===== src/hw/ttj_defines.vh =====
// register map, reset values and bus codes for the trim and link register bank
`ifndef TTJ_DEFINES_VH
`define TTJ_DEFINES_VH
// register indices; byte address is four times the index
`define TTJ_IDX_B4_TRIM_ZERO 10'h142
`define TTJ_IDX_B4_TRIM_M90 10'h143
`define TTJ_IDX_B5_TRIM_ZERO 10'h152
`define TTJ_IDX_B5_TRIM_M90 10'h153
`define TTJ_IDX_LSB_CTRL 10'h160
`define TTJ_IDX_LINK_EN 10'h200
`define TTJ_IDX_LINK_MODE 10'h201
`define TTJ_IDX_FRAMES_PMF 10'h202
`define TTJ_IDX_SYNC_REQ 10'h203
`define TTJ_IDX_LINK_CTRL 10'h204
`define TTJ_IDX_TEST_PAT 10'h205
`define TTJ_IDX_DEV_ID 10'h206
`define TTJ_IDX_FRAME_CHAR 10'h207
`define TTJ_IDX_STATUS 10'h208
`define TTJ_IDX_PWR_DOWN 10'h209
// storage slots
`define TTJ_SLOT_B4Z 4'h0
`define TTJ_SLOT_B4M 4'h1
`define TTJ_SLOT_B5Z 4'h2
`define TTJ_SLOT_B5M 4'h3
`define TTJ_SLOT_LSB 4'h4
`define TTJ_SLOT_LINK0 4'h5
`define TTJ_SLOT_PD 4'hD
`define TTJ_SLOT_STATUS 4'hE
`define TTJ_SLOT_NONE 4'hF
`define TTJ_NUM_SLOTS 14
// reset values
`define TTJ_RST_LSB_CTRL 8'h00
`define TTJ_RST_LINK_EN 8'h01
`define TTJ_RST_LINK_MODE 8'h02
`define TTJ_RST_FRAMES_PMF 8'h1F
`define TTJ_RST_SYNC_REQ 8'h01
`define TTJ_RST_LINK_CTRL 8'h02
`define TTJ_RST_TEST_PAT 8'h00
`define TTJ_RST_DEV_ID 8'h00
`define TTJ_RST_FRAME_CHAR 8'h00
`define TTJ_RST_PWR_DOWN 8'h00
`define TTJ_RST_TRIM 8'h00
// field positions
`define TTJ_BIT_TS_EN 0
`define TTJ_BIT_LINK_EN 0
`define TTJ_BIT_SYNC_N 0
`define TTJ_MODE_MSB 4
`define TTJ_ILA_CS_VAL 2'h0
// bus responses
`define TTJ_RESP_OKAY 2'h0
`define TTJ_RESP_SLVERR 2'h2
`endif


===== src/hw/ttj_regs.v =====
// register bank for bank trims, sample-lsb marker control and serial link control
//
// The AXI4-Lite interface to the registers was chosen for this implementation.
`include "ttj_defines.vh"

// How it works
// - zero-degree trim, 8-bit, used at zero phase
// - minus-90 trim, 8-bit, used at -90 phase
// - trims load factory value after reset
// - timestamp enable puts marker on sample lsb
// - timestamp beats calibration state on lsb
// - marker shares the sample pipeline latency
// - 8-bit mode: marker replaces 8-bit lsb
// - 12-bit mode: marker replaces 12-bit lsb
// - lane alignment control-bit count always zero
// - lsb control at 0x160, resets 0x00
// - link enable at 0x200, resets 0x01
// - link output mode at 0x201, resets 0x02
// - frames per multiframe at 0x202, resets 0x1F
// - manual sync request at 0x203, resets 0x01
// - link control 0x204 = 0x02, test 0x205 = 0x00
// - identifier 0x206, frame char 0x207, reset zero
// - status at 0x208, power-down 0x209 resets 0x00
module ttj_regs #(
   parameter ADDR_W = 12,
   parameter SAMPLE_LAT = 4
) (
   // clock and reset
   input wire clk_in,
   input wire rst_n_in,
   // axi4-lite write address
   input wire [ADDR_W-1:0] s_axi_awaddr_in,
   input wire s_axi_awvalid_in,
   output wire s_axi_awready_out,
   // axi4-lite write data
   input wire [31:0] s_axi_wdata_in,
   input wire [3:0] s_axi_wstrb_in,
   input wire s_axi_wvalid_in,
   output wire s_axi_wready_out,
   // axi4-lite write response
   output reg [1:0] s_axi_bresp_out,
   output reg s_axi_bvalid_out,
   input wire s_axi_bready_in,
   // axi4-lite read
   input wire [ADDR_W-1:0] s_axi_araddr_in,
   input wire s_axi_arvalid_in,
   output wire s_axi_arready_out,
   output reg [31:0] s_axi_rdata_out,
   output reg [1:0] s_axi_rresp_out,
   output reg s_axi_rvalid_out,
   input wire s_axi_rready_in,
   // factory trims {b5 m90, b5 zero, b4 m90, b4 zero}
   input wire [31:0] factory_trim_in,
   input wire clock_phase_m90_in,
   output reg [7:0] bank4_trim_out,
   output reg [7:0] bank5_trim_out,
   // sample path
   input wire [11:0] sample_in,
   input wire sample_valid_in,
   input wire timestamp_in,
   input wire cal_state_in,
   input wire cal_state_en_in,
   input wire sample_8bit_in,
   output reg [11:0] sample_out,
   output reg sample_valid_out,
   output reg [1:0] ila_cs_out,
   // link control
   input wire [7:0] link_system_status_in,
   output reg link_enable_out,
   output reg link_reset_out,
   output reg [4:0] link_output_mode_out,
   output reg [4:0] frames_per_multiframe_out,
   output reg manual_sync_request_n_out,
   output reg [7:0] link_control_out,
   output reg [7:0] test_pattern_control_out,
   output reg [7:0] device_identifier_param_out,
   output reg [7:0] frame_character_out,
   output reg [7:0] channel_power_down_out
);

   // ************************************************
   // reset release
   // ************************************************
   reg rst_meta_q;
   reg rst_sync_q;
   wire rst_n;

   always @(posedge clk_in or negedge rst_n_in) begin
      if (!rst_n_in) begin
         rst_meta_q <= 1'b0;
         rst_sync_q <= 1'b0;
      end else begin
         rst_meta_q <= 1'b1;
         rst_sync_q <= rst_meta_q;
      end
   end

   // assertion is immediate; release waits two edges so no flop leaves reset on a torn edge
   assign rst_n = rst_sync_q;

   // ************************************************
   // decode
   // ************************************************
   // misaligned or unmapped addresses give no slot and are answered with an error
   function [3:0] slot_of;
      input [ADDR_W-1:0] addr;
      reg [9:0] idx;
      begin
         idx = addr[11:2];
         slot_of = `TTJ_SLOT_NONE;
         if (addr[1:0] == 2'h0) begin
            case (idx)
               `TTJ_IDX_B4_TRIM_ZERO: slot_of = `TTJ_SLOT_B4Z;
               `TTJ_IDX_B4_TRIM_M90: slot_of = `TTJ_SLOT_B4M;
               `TTJ_IDX_B5_TRIM_ZERO: slot_of = `TTJ_SLOT_B5Z;
               `TTJ_IDX_B5_TRIM_M90: slot_of = `TTJ_SLOT_B5M;
               `TTJ_IDX_LSB_CTRL: slot_of = `TTJ_SLOT_LSB;
               `TTJ_IDX_STATUS: slot_of = `TTJ_SLOT_STATUS;
               `TTJ_IDX_PWR_DOWN: slot_of = `TTJ_SLOT_PD;
               default: begin
                  // 0x200..0x207 sit in consecutive slots
                  if (idx >= `TTJ_IDX_LINK_EN && idx <= `TTJ_IDX_FRAME_CHAR) begin
                     slot_of = `TTJ_SLOT_LINK0 + {1'b0, idx[2:0]};
                  end
               end
            endcase
         end
      end
   endfunction

   // trims fall to the default here and take the factory value one cycle later
   function [7:0] reset_of;
      input [3:0] slot;
      begin
         case (slot)
            `TTJ_SLOT_LSB: reset_of = `TTJ_RST_LSB_CTRL;
            4'h5: reset_of = `TTJ_RST_LINK_EN;
            4'h6: reset_of = `TTJ_RST_LINK_MODE;
            4'h7: reset_of = `TTJ_RST_FRAMES_PMF;
            4'h8: reset_of = `TTJ_RST_SYNC_REQ;
            4'h9: reset_of = `TTJ_RST_LINK_CTRL;
            4'hA: reset_of = `TTJ_RST_TEST_PAT;
            4'hB: reset_of = `TTJ_RST_DEV_ID;
            4'hC: reset_of = `TTJ_RST_FRAME_CHAR;
            `TTJ_SLOT_PD: reset_of = `TTJ_RST_PWR_DOWN;
            default: reset_of = `TTJ_RST_TRIM;
         endcase
      end
   endfunction

   // ************************************************
   // axi4-lite write side
   // ************************************************
   reg aw_held_q;
   reg w_held_q;
   reg [ADDR_W-1:0] awaddr_q;
   reg [7:0] wbyte_q;
   reg wlane_q;
   wire do_write;
   wire [3:0] wslot;

   // both readies drop while the answer stands, so one write at most is under way
   assign s_axi_awready_out = !aw_held_q && !s_axi_bvalid_out;
   assign s_axi_wready_out = !w_held_q && !s_axi_bvalid_out;
   // a write with byte lane 0 off is answered but changes nothing
   assign do_write = aw_held_q && w_held_q && !s_axi_bvalid_out;
   assign wslot = slot_of(awaddr_q);

   always @(posedge clk_in or negedge rst_n) begin
      if (!rst_n) begin
         aw_held_q <= 1'b0;
         w_held_q <= 1'b0;
         awaddr_q <= {ADDR_W{1'b0}};
         wbyte_q <= 8'h00;
         wlane_q <= 1'b0;
         s_axi_bvalid_out <= 1'b0;
         s_axi_bresp_out <= `TTJ_RESP_OKAY;
      end else begin
         if (s_axi_awvalid_in && s_axi_awready_out) begin
            aw_held_q <= 1'b1;
            awaddr_q <= s_axi_awaddr_in;
         end
         if (s_axi_wvalid_in && s_axi_wready_out) begin
            w_held_q <= 1'b1;
            wbyte_q <= s_axi_wdata_in[7:0];
            wlane_q <= s_axi_wstrb_in[0];
         end
         if (do_write) begin
            aw_held_q <= 1'b0;
            w_held_q <= 1'b0;
            s_axi_bvalid_out <= 1'b1;
            s_axi_bresp_out <= (wslot == `TTJ_SLOT_NONE) ? `TTJ_RESP_SLVERR : `TTJ_RESP_OKAY;
         end else if (s_axi_bvalid_out && s_axi_bready_in) begin
            s_axi_bvalid_out <= 1'b0;
         end
      end
   end

   // ************************************************
   // register storage
   // ************************************************
   // trims reset only to the constant 0x00: the factory value is caught on the
   // first cycle after release, since an async reset may load only constants
   reg [7:0] regs_q [0:`TTJ_NUM_SLOTS-1];
   reg trim_loaded_q;
   integer i;

   always @(posedge clk_in or negedge rst_n) begin
      if (!rst_n) begin
         trim_loaded_q <= 1'b0;
         for (i = 0; i < `TTJ_NUM_SLOTS; i = i + 1) begin
            regs_q[i] <= reset_of(i[3:0]);
         end
      end else begin
         if (!trim_loaded_q) begin
            trim_loaded_q <= 1'b1;
            for (i = 0; i < 4; i = i + 1) begin
               regs_q[i] <= factory_trim_in[i*8 +: 8];
            end
         end else if (do_write && wlane_q && wslot < `TTJ_NUM_SLOTS) begin
            // status is read-only; its slot is above the storage range
            // reserved bits are stored as written; software keeps them zero
            regs_q[wslot] <= wbyte_q;
         end
      end
   end

   // ************************************************
   // axi4-lite read side
   // ************************************************
   wire [3:0] rslot;
   reg [7:0] rbyte;

   // the address is decoded as it is accepted; the data follow one cycle later
   assign s_axi_arready_out = !s_axi_rvalid_out;
   assign rslot = slot_of(s_axi_araddr_in);

   always @* begin
      rbyte = 8'h00;
      // status has no storage: it shows the live input
      if (rslot == `TTJ_SLOT_STATUS) begin
         rbyte = link_system_status_in;
      end else if (rslot < `TTJ_NUM_SLOTS) begin
         rbyte = regs_q[rslot];
      end
   end

   always @(posedge clk_in or negedge rst_n) begin
      if (!rst_n) begin
         s_axi_rvalid_out <= 1'b0;
         s_axi_rdata_out <= 32'h00000000;
         s_axi_rresp_out <= `TTJ_RESP_OKAY;
      end else if (s_axi_arvalid_in && s_axi_arready_out) begin
         s_axi_rvalid_out <= 1'b1;
         s_axi_rdata_out <= {24'h000000, rbyte};
         s_axi_rresp_out <= (rslot == `TTJ_SLOT_NONE) ? `TTJ_RESP_SLVERR : `TTJ_RESP_OKAY;
      end else if (s_axi_rvalid_out && s_axi_rready_in) begin
         s_axi_rvalid_out <= 1'b0;
      end
   end

   // ************************************************
   // trim and link outputs
   // ************************************************
   // every output here lags its register by one cycle
   always @(posedge clk_in or negedge rst_n) begin
      if (!rst_n) begin
         bank4_trim_out <= `TTJ_RST_TRIM;
         bank5_trim_out <= `TTJ_RST_TRIM;
         link_enable_out <= 1'b0;
         link_reset_out <= 1'b1;
         link_output_mode_out <= 5'h00;
         frames_per_multiframe_out <= 5'h00;
         manual_sync_request_n_out <= 1'b1;
         link_control_out <= 8'h00;
         test_pattern_control_out <= 8'h00;
         device_identifier_param_out <= 8'h00;
         frame_character_out <= 8'h00;
         channel_power_down_out <= 8'h00;
      end else begin
         if (clock_phase_m90_in) begin
            bank4_trim_out <= regs_q[`TTJ_SLOT_B4M];
            bank5_trim_out <= regs_q[`TTJ_SLOT_B5M];
         end else begin
            bank4_trim_out <= regs_q[`TTJ_SLOT_B4Z];
            bank5_trim_out <= regs_q[`TTJ_SLOT_B5Z];
         end
         // with the enable clear the link stays in reset and its serializers down
         link_enable_out <= regs_q[5][`TTJ_BIT_LINK_EN];
         link_reset_out <= !regs_q[5][`TTJ_BIT_LINK_EN];
         link_output_mode_out <= regs_q[6][`TTJ_MODE_MSB:0];
         frames_per_multiframe_out <= regs_q[7][`TTJ_MODE_MSB:0];
         manual_sync_request_n_out <= regs_q[8][`TTJ_BIT_SYNC_N];
         link_control_out <= regs_q[9];
         test_pattern_control_out <= regs_q[10];
         device_identifier_param_out <= regs_q[11];
         frame_character_out <= regs_q[12];
         channel_power_down_out <= regs_q[`TTJ_SLOT_PD];
      end
   end

   // ************************************************
   // sample path with lsb marker
   // ************************************************
   // marker and calibration bit ride in the same stages as the sample,
   // so their alignment cannot drift whatever SAMPLE_LAT is
   reg [14:0] pipe_q [0:SAMPLE_LAT-1];

   always @(posedge clk_in or negedge rst_n) begin
      if (!rst_n) begin
         pipe_q[0] <= 15'h0000;
      end else begin
         pipe_q[0] <= {sample_valid_in, cal_state_in, timestamp_in, sample_in};
      end
   end

   genvar g;
   generate
      for (g = 1; g < SAMPLE_LAT; g = g + 1) begin : stage
         always @(posedge clk_in or negedge rst_n) begin
            if (!rst_n) begin
               pipe_q[g] <= 15'h0000;
            end else begin
               pipe_q[g] <= pipe_q[g-1];
            end
         end
      end
   endgenerate

   wire [14:0] tail = pipe_q[SAMPLE_LAT-1];
   wire ts_en = regs_q[`TTJ_SLOT_LSB][`TTJ_BIT_TS_EN];
   reg mark_en;
   reg mark_bit;
   reg [11:0] shaped;

   // calibration state only fills the lsb while the timestamp is off
   always @* begin
      mark_en = 1'b0;
      mark_bit = 1'b0;
      if (ts_en) begin
         mark_en = 1'b1;
         mark_bit = tail[12];
      end else if (cal_state_en_in) begin
         mark_en = 1'b1;
         mark_bit = tail[13];
      end
      shaped = tail[11:0];
      if (sample_8bit_in) begin
         // 8-bit samples sit left-justified in [11:4]
         shaped[3:0] = 4'h0;
         if (mark_en) begin
            shaped[4] = mark_bit;
         end
      end else if (mark_en) begin
         shaped[0] = mark_bit;
      end
   end

   always @(posedge clk_in or negedge rst_n) begin
      if (!rst_n) begin
         sample_out <= 12'h000;
         sample_valid_out <= 1'b0;
         ila_cs_out <= `TTJ_ILA_CS_VAL;
      end else begin
         sample_out <= shaped;
         sample_valid_out <= tail[14];
         // the marker bit is never advertised to the receiver
         ila_cs_out <= `TTJ_ILA_CS_VAL;
      end
   end

endmodule


===== config.mk =====
export PLATFORM = sky130hd
export DESIGN_NAME = ttj_regs
export DESIGN_NICKNAME = d
export VERILOG_FILES = /design/src/hw/ttj_regs.v
export VERILOG_INCLUDE_DIRS = /design/src /design/src/hw
export SDC_FILE = /design/constraint.sdc
export NUM_CORES = 1
export LEC_CHECK = 0
export BUFFER_PORTS_ARGS = -buffer_cell sky130_fd_sc_hd__buf_2
export CAP_MARGIN = 20
export CORE_MARGIN = 4
export CORE_UTILIZATION = 55
export CTS_CLUSTER_DIAMETER = 200
export DETAILED_ROUTE_END_ITERATION = 8
export HOLD_SLACK_MARGIN = 0.05
export PLACE_DENSITY = 0.77
export SLEW_MARGIN = 10
export SYNTH_ARGS = -nofsm -noshare
export SYNTH_HDL_FRONTEND = slang
export SYNTH_SLANG_ARGS = --single-unit

===== constraint.sdc =====
create_clock -name clk_in -period 13.5 [get_ports clk_in]
set_input_delay 0 -clock clk_in [delete_from_list [all_inputs] [get_ports clk_in]]
set_output_delay 0 -clock clk_in [all_outputs]
set_load 0.01 [all_outputs]

== After elaboration in Yosys (flattened, before gate mapping) ==
Index checks and enable logic that the tools add are counted.

* Add/subtract/negate cells: 2
* Reduce and logical (&&, ||, !) cells: 26
* Mux-type cells: 36
* Magnitude comparators: 9
* Equal/unequal tests: 18
* Bitwise operators: 2

{| class="wikitable"
|+ Operators with widths
! cell !! count
|-
| $bwmux W112 || 1
|-
| $mux W112 || 1
|-
| $eq A10 B9 Y1 const B || 10
|-
| $mux W8 || 7
|-
| $pmux W4 S7 || 2
|-
| $eq A10 B10 Y1 const B || 4
|-
| $bmux W8 S4 || 1
|-
| $demux W8 S4 || 1
|-
| $mux W32 || 1
|-
| $ge A10 B10 Y1 const B || 2
|-
| $le A10 B10 Y1 const B || 2
|-
| $mux W4 || 5
|-
| $mux W1 || 15
|-
| $logic_and A1 B1 Y1 || 14
|-
| $eq A4 B4 Y1 const B || 3
|-
| $ge A5 B5 Y1 const B || 2
|-
| $not A4 Y5 || 2
|-
| $add A3 B3 Y4 const A || 2
|-
| $lt A4 B4 Y1 const B || 2
|-
| $reduce_bool A2 Y1 || 4
|-
| $logic_not A1 Y1 || 5
|-
| $lt A5 B1 Y1 const B || 1
|-
| $logic_not A2 Y1 || 2
|-
| $mux W2 || 2
|-
| 2 further kinds || 2
|}

* Output and inout bits: 125
* Word-level logic and storage cells: 138
* Input bits: 125
* Register bits: 294

== Depth between registers and ports, before layout ==
Gate-level depths: netlist of run 1.

* Depth in word-level cells: 13
* Mapped depth: 13
* Mapped depth without buffers: 10

== Worst setup path after synthesis of run 1 ==
OpenSTA, ideal clock, no wires.

* Path type: reg-to-reg
* From: register awaddr_q[2]
* To: register regs_q[11] (netlist name)
* Cell stages (with the launch flop): 10
* Period minus slack after synthesis: 2721 ps
* Data required time: 13375 ps
* Path buffers: 0
* Slack: 10779 ps
* Setup time: 125 ps
* Data arrival time: 2596 ps
* Cells stage by stage: dfrtp_1 inv_1 ha_1 nand3b_1 a2111oi_2 o21bai_1 a32o_2 nand3_1 nor2_2 mux2_2

* Longest elaborated chain between the ends: 11
* Elaborated cells on any way between the ends: 24
* Those cells by class: add/sub (1); order compare (5); eq/ne (7); mux (6); bitwise (1); reduce/logical (4)

{| class="wikitable"
|+ Ends and longest elaborated chain
! what !! RTL line !! source
|-
| start, declared || ttj_regs.v:156 || <nowiki>reg [ADDR_W-1:0] awaddr_q;</nowiki>
|-
| start signal, assigned || ttj_regs.v:173 || <nowiki>awaddr_q <= {ADDR_W{1'b0}};</nowiki>
|-
| start signal, assigned || ttj_regs.v:181 || <nowiki>awaddr_q <= s_axi_awaddr_in;</nowiki>
|-
| $ge A10 B10 Y1 (no source line) / $le A10 B10 Y1 (equally long branches) || n/a ||
|-
| $logic_and A1 B1 Y1 (no source line) || n/a ||
|-
| $mux W4 || ttj_regs.v:122 || <nowiki>if (idx >= `TTJ_IDX_LINK_EN && idx <= `TTJ_IDX_FRAME_CHAR) begin</nowiki>
|-
| $pmux W4 S7 * || ttj_regs.v:112 || <nowiki>case (idx)</nowiki>
|-
| $mux W4 * || ttj_regs.v:111 || <nowiki>if (addr[1:0] == 2'h0) begin</nowiki>
|-
| $not A4 Y5 (not written as such) || ttj_regs.v:223 || <nowiki>regs_q[wslot] <= wbyte_q;</nowiki>
|-
| $ge A5 B5 Y1 (not written as such) / $lt A5 B1 Y1 (equally long branches) || ttj_regs.v:223 ||
|-
| $logic_and A1 B1 Y1 (not written as such) || ttj_regs.v:223 ||
|-
| $mux W8 (not written as such) || ttj_regs.v:223 ||
|-
| $demux W8 S4 || ttj_regs.v:223 ||
|-
| $bwmux W112 || ttj_regs.v:223 ||
|-
| end signal, assigned by index || ttj_regs.v:212 || <nowiki>regs_q[i] <= reset_of(i[3:0]);</nowiki>
|-
| end signal, assigned by index || ttj_regs.v:218 || <nowiki>regs_q[i] <= factory_trim_in[i*8 +: 8];</nowiki>
|-
| end signal, assigned by index || ttj_regs.v:223 ||
|-
| end, declared || ttj_regs.v:204 || <nowiki>reg [7:0] regs_q [0:`TTJ_NUM_SLOTS-1];</nowiki>
|}

Mark *: on every way between the ends. The rest lies on a longest branch, timed or not.
A chain may end at the register's enable or synchronous reset.

== Worst setup path in the final report of run 1 ==
Ends and elaborated chain as after synthesis.

==> results.yml, run 1 <==
run_status:
  status: "finished clean"
cells_and_area:
  fillerInstances: 1389
  fin_cells: 1418
  areaGrowthSynthToFinish_pct: 26.3
  n_antenna_cell: 0
  regArea_um2: 7330
  final_area_um2: 14700
  final_nets: 1258
  multi_input_area_um2: 4010
  final_layout_size_suffix_gt1_share_pct: 34.7
clocking:
  post-cts-setup-buffers: 0
  cts.sinks: 292
  clock_latency_ns: 0.54
  cts_resized: 0
  cts-root-buf: "clkbuf_16"
  cts_buffer_depth: 3
  cts_max_level: 1
  clk_pin_slew_ns: 0.06
  cts_tree: "done"
  cts_buffers: 29
pwr:
  swShare_pct: 27.3
  ir_worst_vdd_mv: 0.128
  seq_power_share_pct: 50.7
  clock_power_share_pct: 36.3
  p_int_mw: 1.52
  p_sw_uw: 572
  leakagePower_nw: 7.16
  powerDensity_nw_per_um2: 143
  pwr-share-comb_pct: 13.0
floorplan:
  num_io_pins: 250
  core_um2: 20500
  dieArea_um2: 23500
  initial_core_util_pct: 56.7
  rows: 52
  die_h_um: 153
  die_width_um: 153
setup_path:
  critPathRequiredTime_ns: 13.92
  crit_buf_inv: 1
  max_stage_delay_ns: 0.57
  worstPathCellList: "inv_1, ha_1, nand3b_1, a2111oi_2, o21bai_1, a32o_2, nand3_1, nor2_2, mux2_2"
  slowest_stage: "nor2_2"
  critical_path_class: "reg2reg"
  worst_setup_path_start_kind: "flop"
  crit_fanout: 8
  reg2reg_slack_ns: 10.18
  crit_family: "compound AO/OA/AOI/OAI gates"
  critPathCaptureType: "flop"
  arrival_ns: 3.74
logic_synthesis:
  synth_simple_gate_area_share_pct: 8.08
  synth.area.mux_share_pct: 19.1
  synth_compound_area_share_pct: 5.42
  netlist_area_um2: 11600
  yosys-top-cells-area: "dfrtp_1, mux2_2, mux2i_1"
  synthAdderAreaFrac_pct: 0.862
  synth-xor-area-share_pct: 0.0754
  synth_top_family_by_area: "multiplexers"
  ys_seq_elements: 292
  yosysMostFrequentCell: "dfrtp_1"
  yosysSeqAreaShare_pct: 63.0
  synth_common_cells: "dfrtp_1, mux2_2, nor2_1, a21oi_1, mux2i_1"
  synth_edf_count: 0
  yosysTopAreaCellShare_pct: 60.5
  synthArstFlopShare_pct: 100
  synth-main-ff-cell: "dfrtp_1"
  yosysTopAreaCell: "dfrtp_1"
  synth_cells: 826
  synth_cell_type_count: 69
  synth.avg_cell_area_um2: 14.1
  synth_warnings: 0
timing:
  rsz0062_at_grt: "no"
  min_period_over_period_pct: 24.6
  fmax_ghz: 0.302
  timing.setup.tns_ns: 0
  finalSetupViolCount: 0
  worstMarginPinSlew_ns: 1.06
  fin_skew_ns: 0.0104
  hold_violations: 0
  drv_slew: 0
  maxSlewHeadroom_pct: 29.1
  period_minus_slack_ns: 3.32
drt:
  drc_errors: 0
  vias: 7716
  finalWirelength_um: 28000
  dr.pass1.iters: 5
  wl_per_cell_um: 19.7
  antenna_left: 0
  drt-vias-per-instance: 5.44
  drt_iter0_markers: 517
place:
  dp_hpwl_um: 17900
  gp_congestion: 0.844
  dpl_cell_area_um2: 12700
  port_buffers: 194
  dp_cells: 1265
run:
  cap_viol_max_count: 0
global_routing:
  overflow: 0
  grt_pass1_vias: 8118
  grt_start_max_net_pins: 87
  antenna_found_initial: 0
  track_usage_pct: 23.6
  grt_pass1_wl_um: 44200
hold_path:
  hp-class: "in2reg"
## per-stage QoR
stage / util [%] / setup WS, ns / hold WS, ns / power (mW)
after floorplan: - / 4.78 / -0.296 / 1.21
after global placement: 62.1 / 10.29 / -0.213 / 1.29
after detailed placement: 62.1 / 10.16 / -0.211 / 1.30
after CTS: 71.1 / 10.16 / 0.0883 / 2.09
after global routing: 71.6 / 9.96 / 0.0953 / 2.18
final: 71.6 / 10.18 / 0.109 / 2.09
## layout make-up
class	count	share of cell area [%]
Sequential cell	292	49.9
Multi-Input combinational cell	494	27.4
Timing Repair Buffer	299	14.0
Clock buffer	44	5.60
Tap cell	270	2.30
Clock inverter	10	0.563
Inverter	9	0.230
## registers in the layout (all words and copies together), names as in the netlist, 12 cells and up
signal      flops
pipe_q         45
awaddr_q       12
sample_out     12
regs_q        112
tail           15
## power groups by stage
stage	clock network [mW]	registers, mW	logic [mW]
finish	0.761	1.06	0.272
global route	0.813	1.07	0.298
CTS	0.773	1.06	0.263
detailed placement	0	1.07	0.230
global placement	0	1.07	0.224
floorplan	0	1.03	0.176
## cell families (layout without fill, tap and decap cells)
family	Yosys count	in the layout
compound gates	98	98
xor+xnor	1	1
fa+ha+maj	8	8
buf+inv	68	362
flops	292	292
mux	184	184
other cells	2	30
simple gates	173	173
## what timing repair did
item	in CTS	in global routing
hold endpoints to repair	102	0
hold buffers	95	0
endpoints found under the setup margin	0	0
## final timing paths
path                                          from                      to  depth (start not counted)
max                        awaddr_q[2]$_DFFE_PN0P_  regs_q[11]$_DFFE_PN0P_                          9
min                                   sample_in[5]    pipe_q[50]$_DFF_PN0_                          2
max reg2reg                awaddr_q[2]$_DFFE_PN0P_  regs_q[11]$_DFFE_PN0P_                          9
min reg2reg                        rst_n$_DFF_PN0_  regs_q[23]$_DFFE_PN0P_                          0
max in group asynchronous          rst_n$_DFF_PN0_  regs_q[51]$_DFFE_PN1P_                          4
min in group asynchronous          rst_n$_DFF_PN0_  regs_q[23]$_DFFE_PN0P_                          0
## layer usage
metal	vias to the layer above	track usage (%)	share of wire, %
met1	3888	31.0	41
met3	55	4.38	6.6
met4	0	6.02	2.4
li1	3504	-	-
met2	269	40.9	50
met5	-	0	0
## cells in the final DEF, fill, tap and decap left out, drive strengths merged, types with 11 or more instances in the layout
cell type	count
a21oi	49
buf	204
clkbuf	44
conb	30
dfrtp	281
dfstp	11
dlygate4sd3	95
mux2	121
mux2i	45
mux4	18
nand2	22
nand3	18
nor2	66
nor3	18
o21ai	11
No activity file was read; power rests on OpenSTA's default activity.
==> run 2: changes to the inputs <==
- ABC_AREA: default -> 1
- CORE_UTILIZATION: 55 -> 50
- PLACE_DENSITY: 0.77 -> 0.74
- clock period: 13.5 -> 2.94 ns (I/O delays scaled with it)
==> run 2 against run 1 <==
The flow now finishes with violations (DRC). Synthesized cell count increased by 56%. Total power increased to 4.7 times the previous value. Global-route usage decreased by 0.36 points. Highest routed layer is now met5. Utilization decreased by 8.0 points. Synthesized area increased by 5.4%. Cell count increased by 35%.
==> results.yml, run 2 <==
clocking:
  clk_pin_slew_ns: 0.06
  cts_max_level: 1
  cts-root-buf: "clkbuf_16"
  cts_buffer_depth: 3
  cts.sinks: 292
  cts_buffers: 29
  clock_latency_ns: 0.54
  cts_tree: "done"
timing:
  maxSlewHeadroom_pct: 39.4
  min_period_over_period_pct: 90.0
  worstMarginPinSlew_ns: 0.908
  fmax_ghz: 0.378
  timing.setup.tns_ns: 0
  fin_skew_ns: 0.0185
  setup_ws_ns: 0.295
  period_minus_slack_ns: 2.64
  rsz0062_at_grt: "no"
  hold_violations: 0
  drv_slew: 0
  finalSetupViolCount: 0
pwr:
  leakagePower_nw: 7.56
  powerDensity_nw_per_um2: 641
  ir_worst_vdd_mv: 0.653
drt:
  wl_per_cell_um: 16.5
  finalWirelength_um: 31700
  antenna_left: 0
  vias: 9950
  drc_errors: 2
  drt_iter0_markers: 1012
  drt-vias-per-instance: 5.19
  dr.pass1.iters: 9
setup_path:
  critPathRequiredTime_ns: 3.39
  critical_path_class: "reg2reg"
  arrival_ns: 3.10
  worst_setup_path_start_kind: "flop"
  critPathCaptureType: "flop"
  crit_fanout: 21
global_routing:
  grt_pass1_vias: 9629
  grt_start_max_net_pins: 69
  grt_pass1_wl_um: 50000
  track_usage_pct: 23.2
  overflow: 0
  antenna_found_initial: 0
place:
  dpl_cell_area_um2: 13500
  gp_congestion: 0.928
  pre_cts_slack_ns: 0.196
  port_buffers: 194
  dp_hpwl_um: 21200
  dp_cells: 1773
run_status:
  violations: "DRC"
  status: "finished, violations left"
cells_and_area:
  final_nets: 1704
  largest_register_ffs: 112
  fin_cells: 1917
  layout_commonest_cell: "nand2_1"
  n_antenna_cell: 0
  top_register: "regs_q"
  final_area_um2: 15400
  layout_common_cells: "nand2_1, dfrtp_1, buf_2"
  areaGrowthSynthToFinish_pct: 25.6
  final_layout_size_suffix_gt1_share_pct: 21.8
logic_synthesis:
  synth_common_cells: "nand2_1, dfrtp_1, nand3_1, inv_1, o21ai_0"
  yosysTopAreaCell: "dfrtp_1"
  netlist_area_um2: 12200
  synth_edf_count: 0
  synthArstFlopShare_pct: 100
  yosysMostFrequentCell: "nand2_1"
  ys_seq_elements: 292
  synth_cell_type_count: 41
  synth_warnings: 0
  yosys-top-cells-area: "dfrtp_1, nand2_1, nand3_1"
  yosysSeqAreaShare_pct: 59.8
  synth_cells: 1291
  synth.avg_cell_area_um2: 9.49
  synth-main-ff-cell: "dfrtp_1"
  yosysTopAreaCellShare_pct: 57.4
floorplan:
  rows: 57
  num_io_pins: 250
  die_width_um: 164
  die_h_um: 164
  core_um2: 24200
  dieArea_um2: 27100
  initial_core_util_pct: 50.6
run:
  cap_viol_max_count: 0
hold_path:
  hp-class: "in2reg"
run 2: cell types whose count changed after synthesis, sizes merged, moves of 16 or more:
cell,before,now
nand2,22,332
nand4,6,34
mux2,121,22
buf,36,52
o21ai,11,102
nand3,18,183
mux4,18,0
inv,8,121
mux2i,45,0
a21oi,49,13
run 2: logic make-up after synthesis:
logic type                 count (synthesis)  share of synthesized area [%]
and+or+nand+nor                          631                           23.8
DFF                                      292                           59.8
buffers and inverters                    206                           7.68
AOI/OAI and AO/OA                        129                           5.74
muxes                                     22                           2.02
adders and majority gates                  8                          0.817
other                                      2                         0.0613
xor gates and xnor gates                   1                         0.0715
run 2: layout make-up:
class,count,area (um2)
fillers,1920,8800
flip-flops and latches,292,7320
multi-input cells,822,4100
repair buffers,303,2090
clock buffers,40,817
inverters,123,462
well taps,324,405
clock inverters,13,180
run 2: path summary, 6_finish.rpt:
path / cells past startpoint / slack (ns) / endpoint / startpoint
max: 15 / 0.30 / regs_q[78]$_DFFE_PN0P_ / awaddr_q[2]$_DFFE_PN0P_
min: 2 / 0.10 / pipe_q[46]$_DFF_PN0_ / sample_in[1]
max reg2reg: 15 / 0.30 / regs_q[78]$_DFFE_PN0P_ / awaddr_q[2]$_DFFE_PN0P_
min reg2reg: 0 / 0.34 / device_identifier_param_out[7]$_DFF_PN0_ / rst_n$_DFF_PN0_
max in group asynchronous: 1 / 1.79 / link_reset_out$_DFF_PN1_ / rst_n$_DFF_PN0_
min in group asynchronous: 3 / 0.34 / rst_meta_q$_DFF_PN0_ / rst_n_in
run 2: report_power, final:
part           internal, mW  total (mW)  leakage (nW)  switching, mW
Clock                  2.29        3.82         0.482           1.53
Combinational         0.519        1.20          3.74          0.676
Sequential             4.33        4.85          3.34          0.519
Total                  7.15        9.87          7.56           2.72
run 2: stage by stage:
stage                     hold slack [ns]  power, mW  util [%]
final                               0.100       9.87      63.6
after global routing               0.0894       10.3      63.6
after CTS                          0.0866       9.89      63.5
after detailed placement           -0.212       5.98      55.7
after global placement             -0.214       5.94      55.7
after floorplan                    -0.296       5.45         -
run 2: timing repair:
item | in CTS | in global routing
hold buffers | 89 | 0
setup buffers | 0 | 1
setup endpoints to repair | 0 | 11
hold endpoints to repair | 103 | 0
resized for setup | 0 | 1
run 2: layer usage:
metal	GRT usage, %	routed length [um]
met3	3.42	2110
met4	7.94	1190
met2	38.8	15300
met5	0	55
met1	31.4	13000
run 2: worst max-delay path: stages, from the launching register on:
cell	delay [ns]
dfrtp_1	0.40
inv_1	0.15
ha_1	0.19
nand2_1	0.05
nor3_1	0.16
nand2_1	0.08
nand2_2	0.10
nor2_4	0.05
o21ai_2	0.10
nand3_4	0.14
nand3_4	0.16
nand3_4	0.28
buf_12	0.29
nor2_4	0.22
nand2_1	0.08
o21ai_0	0.09
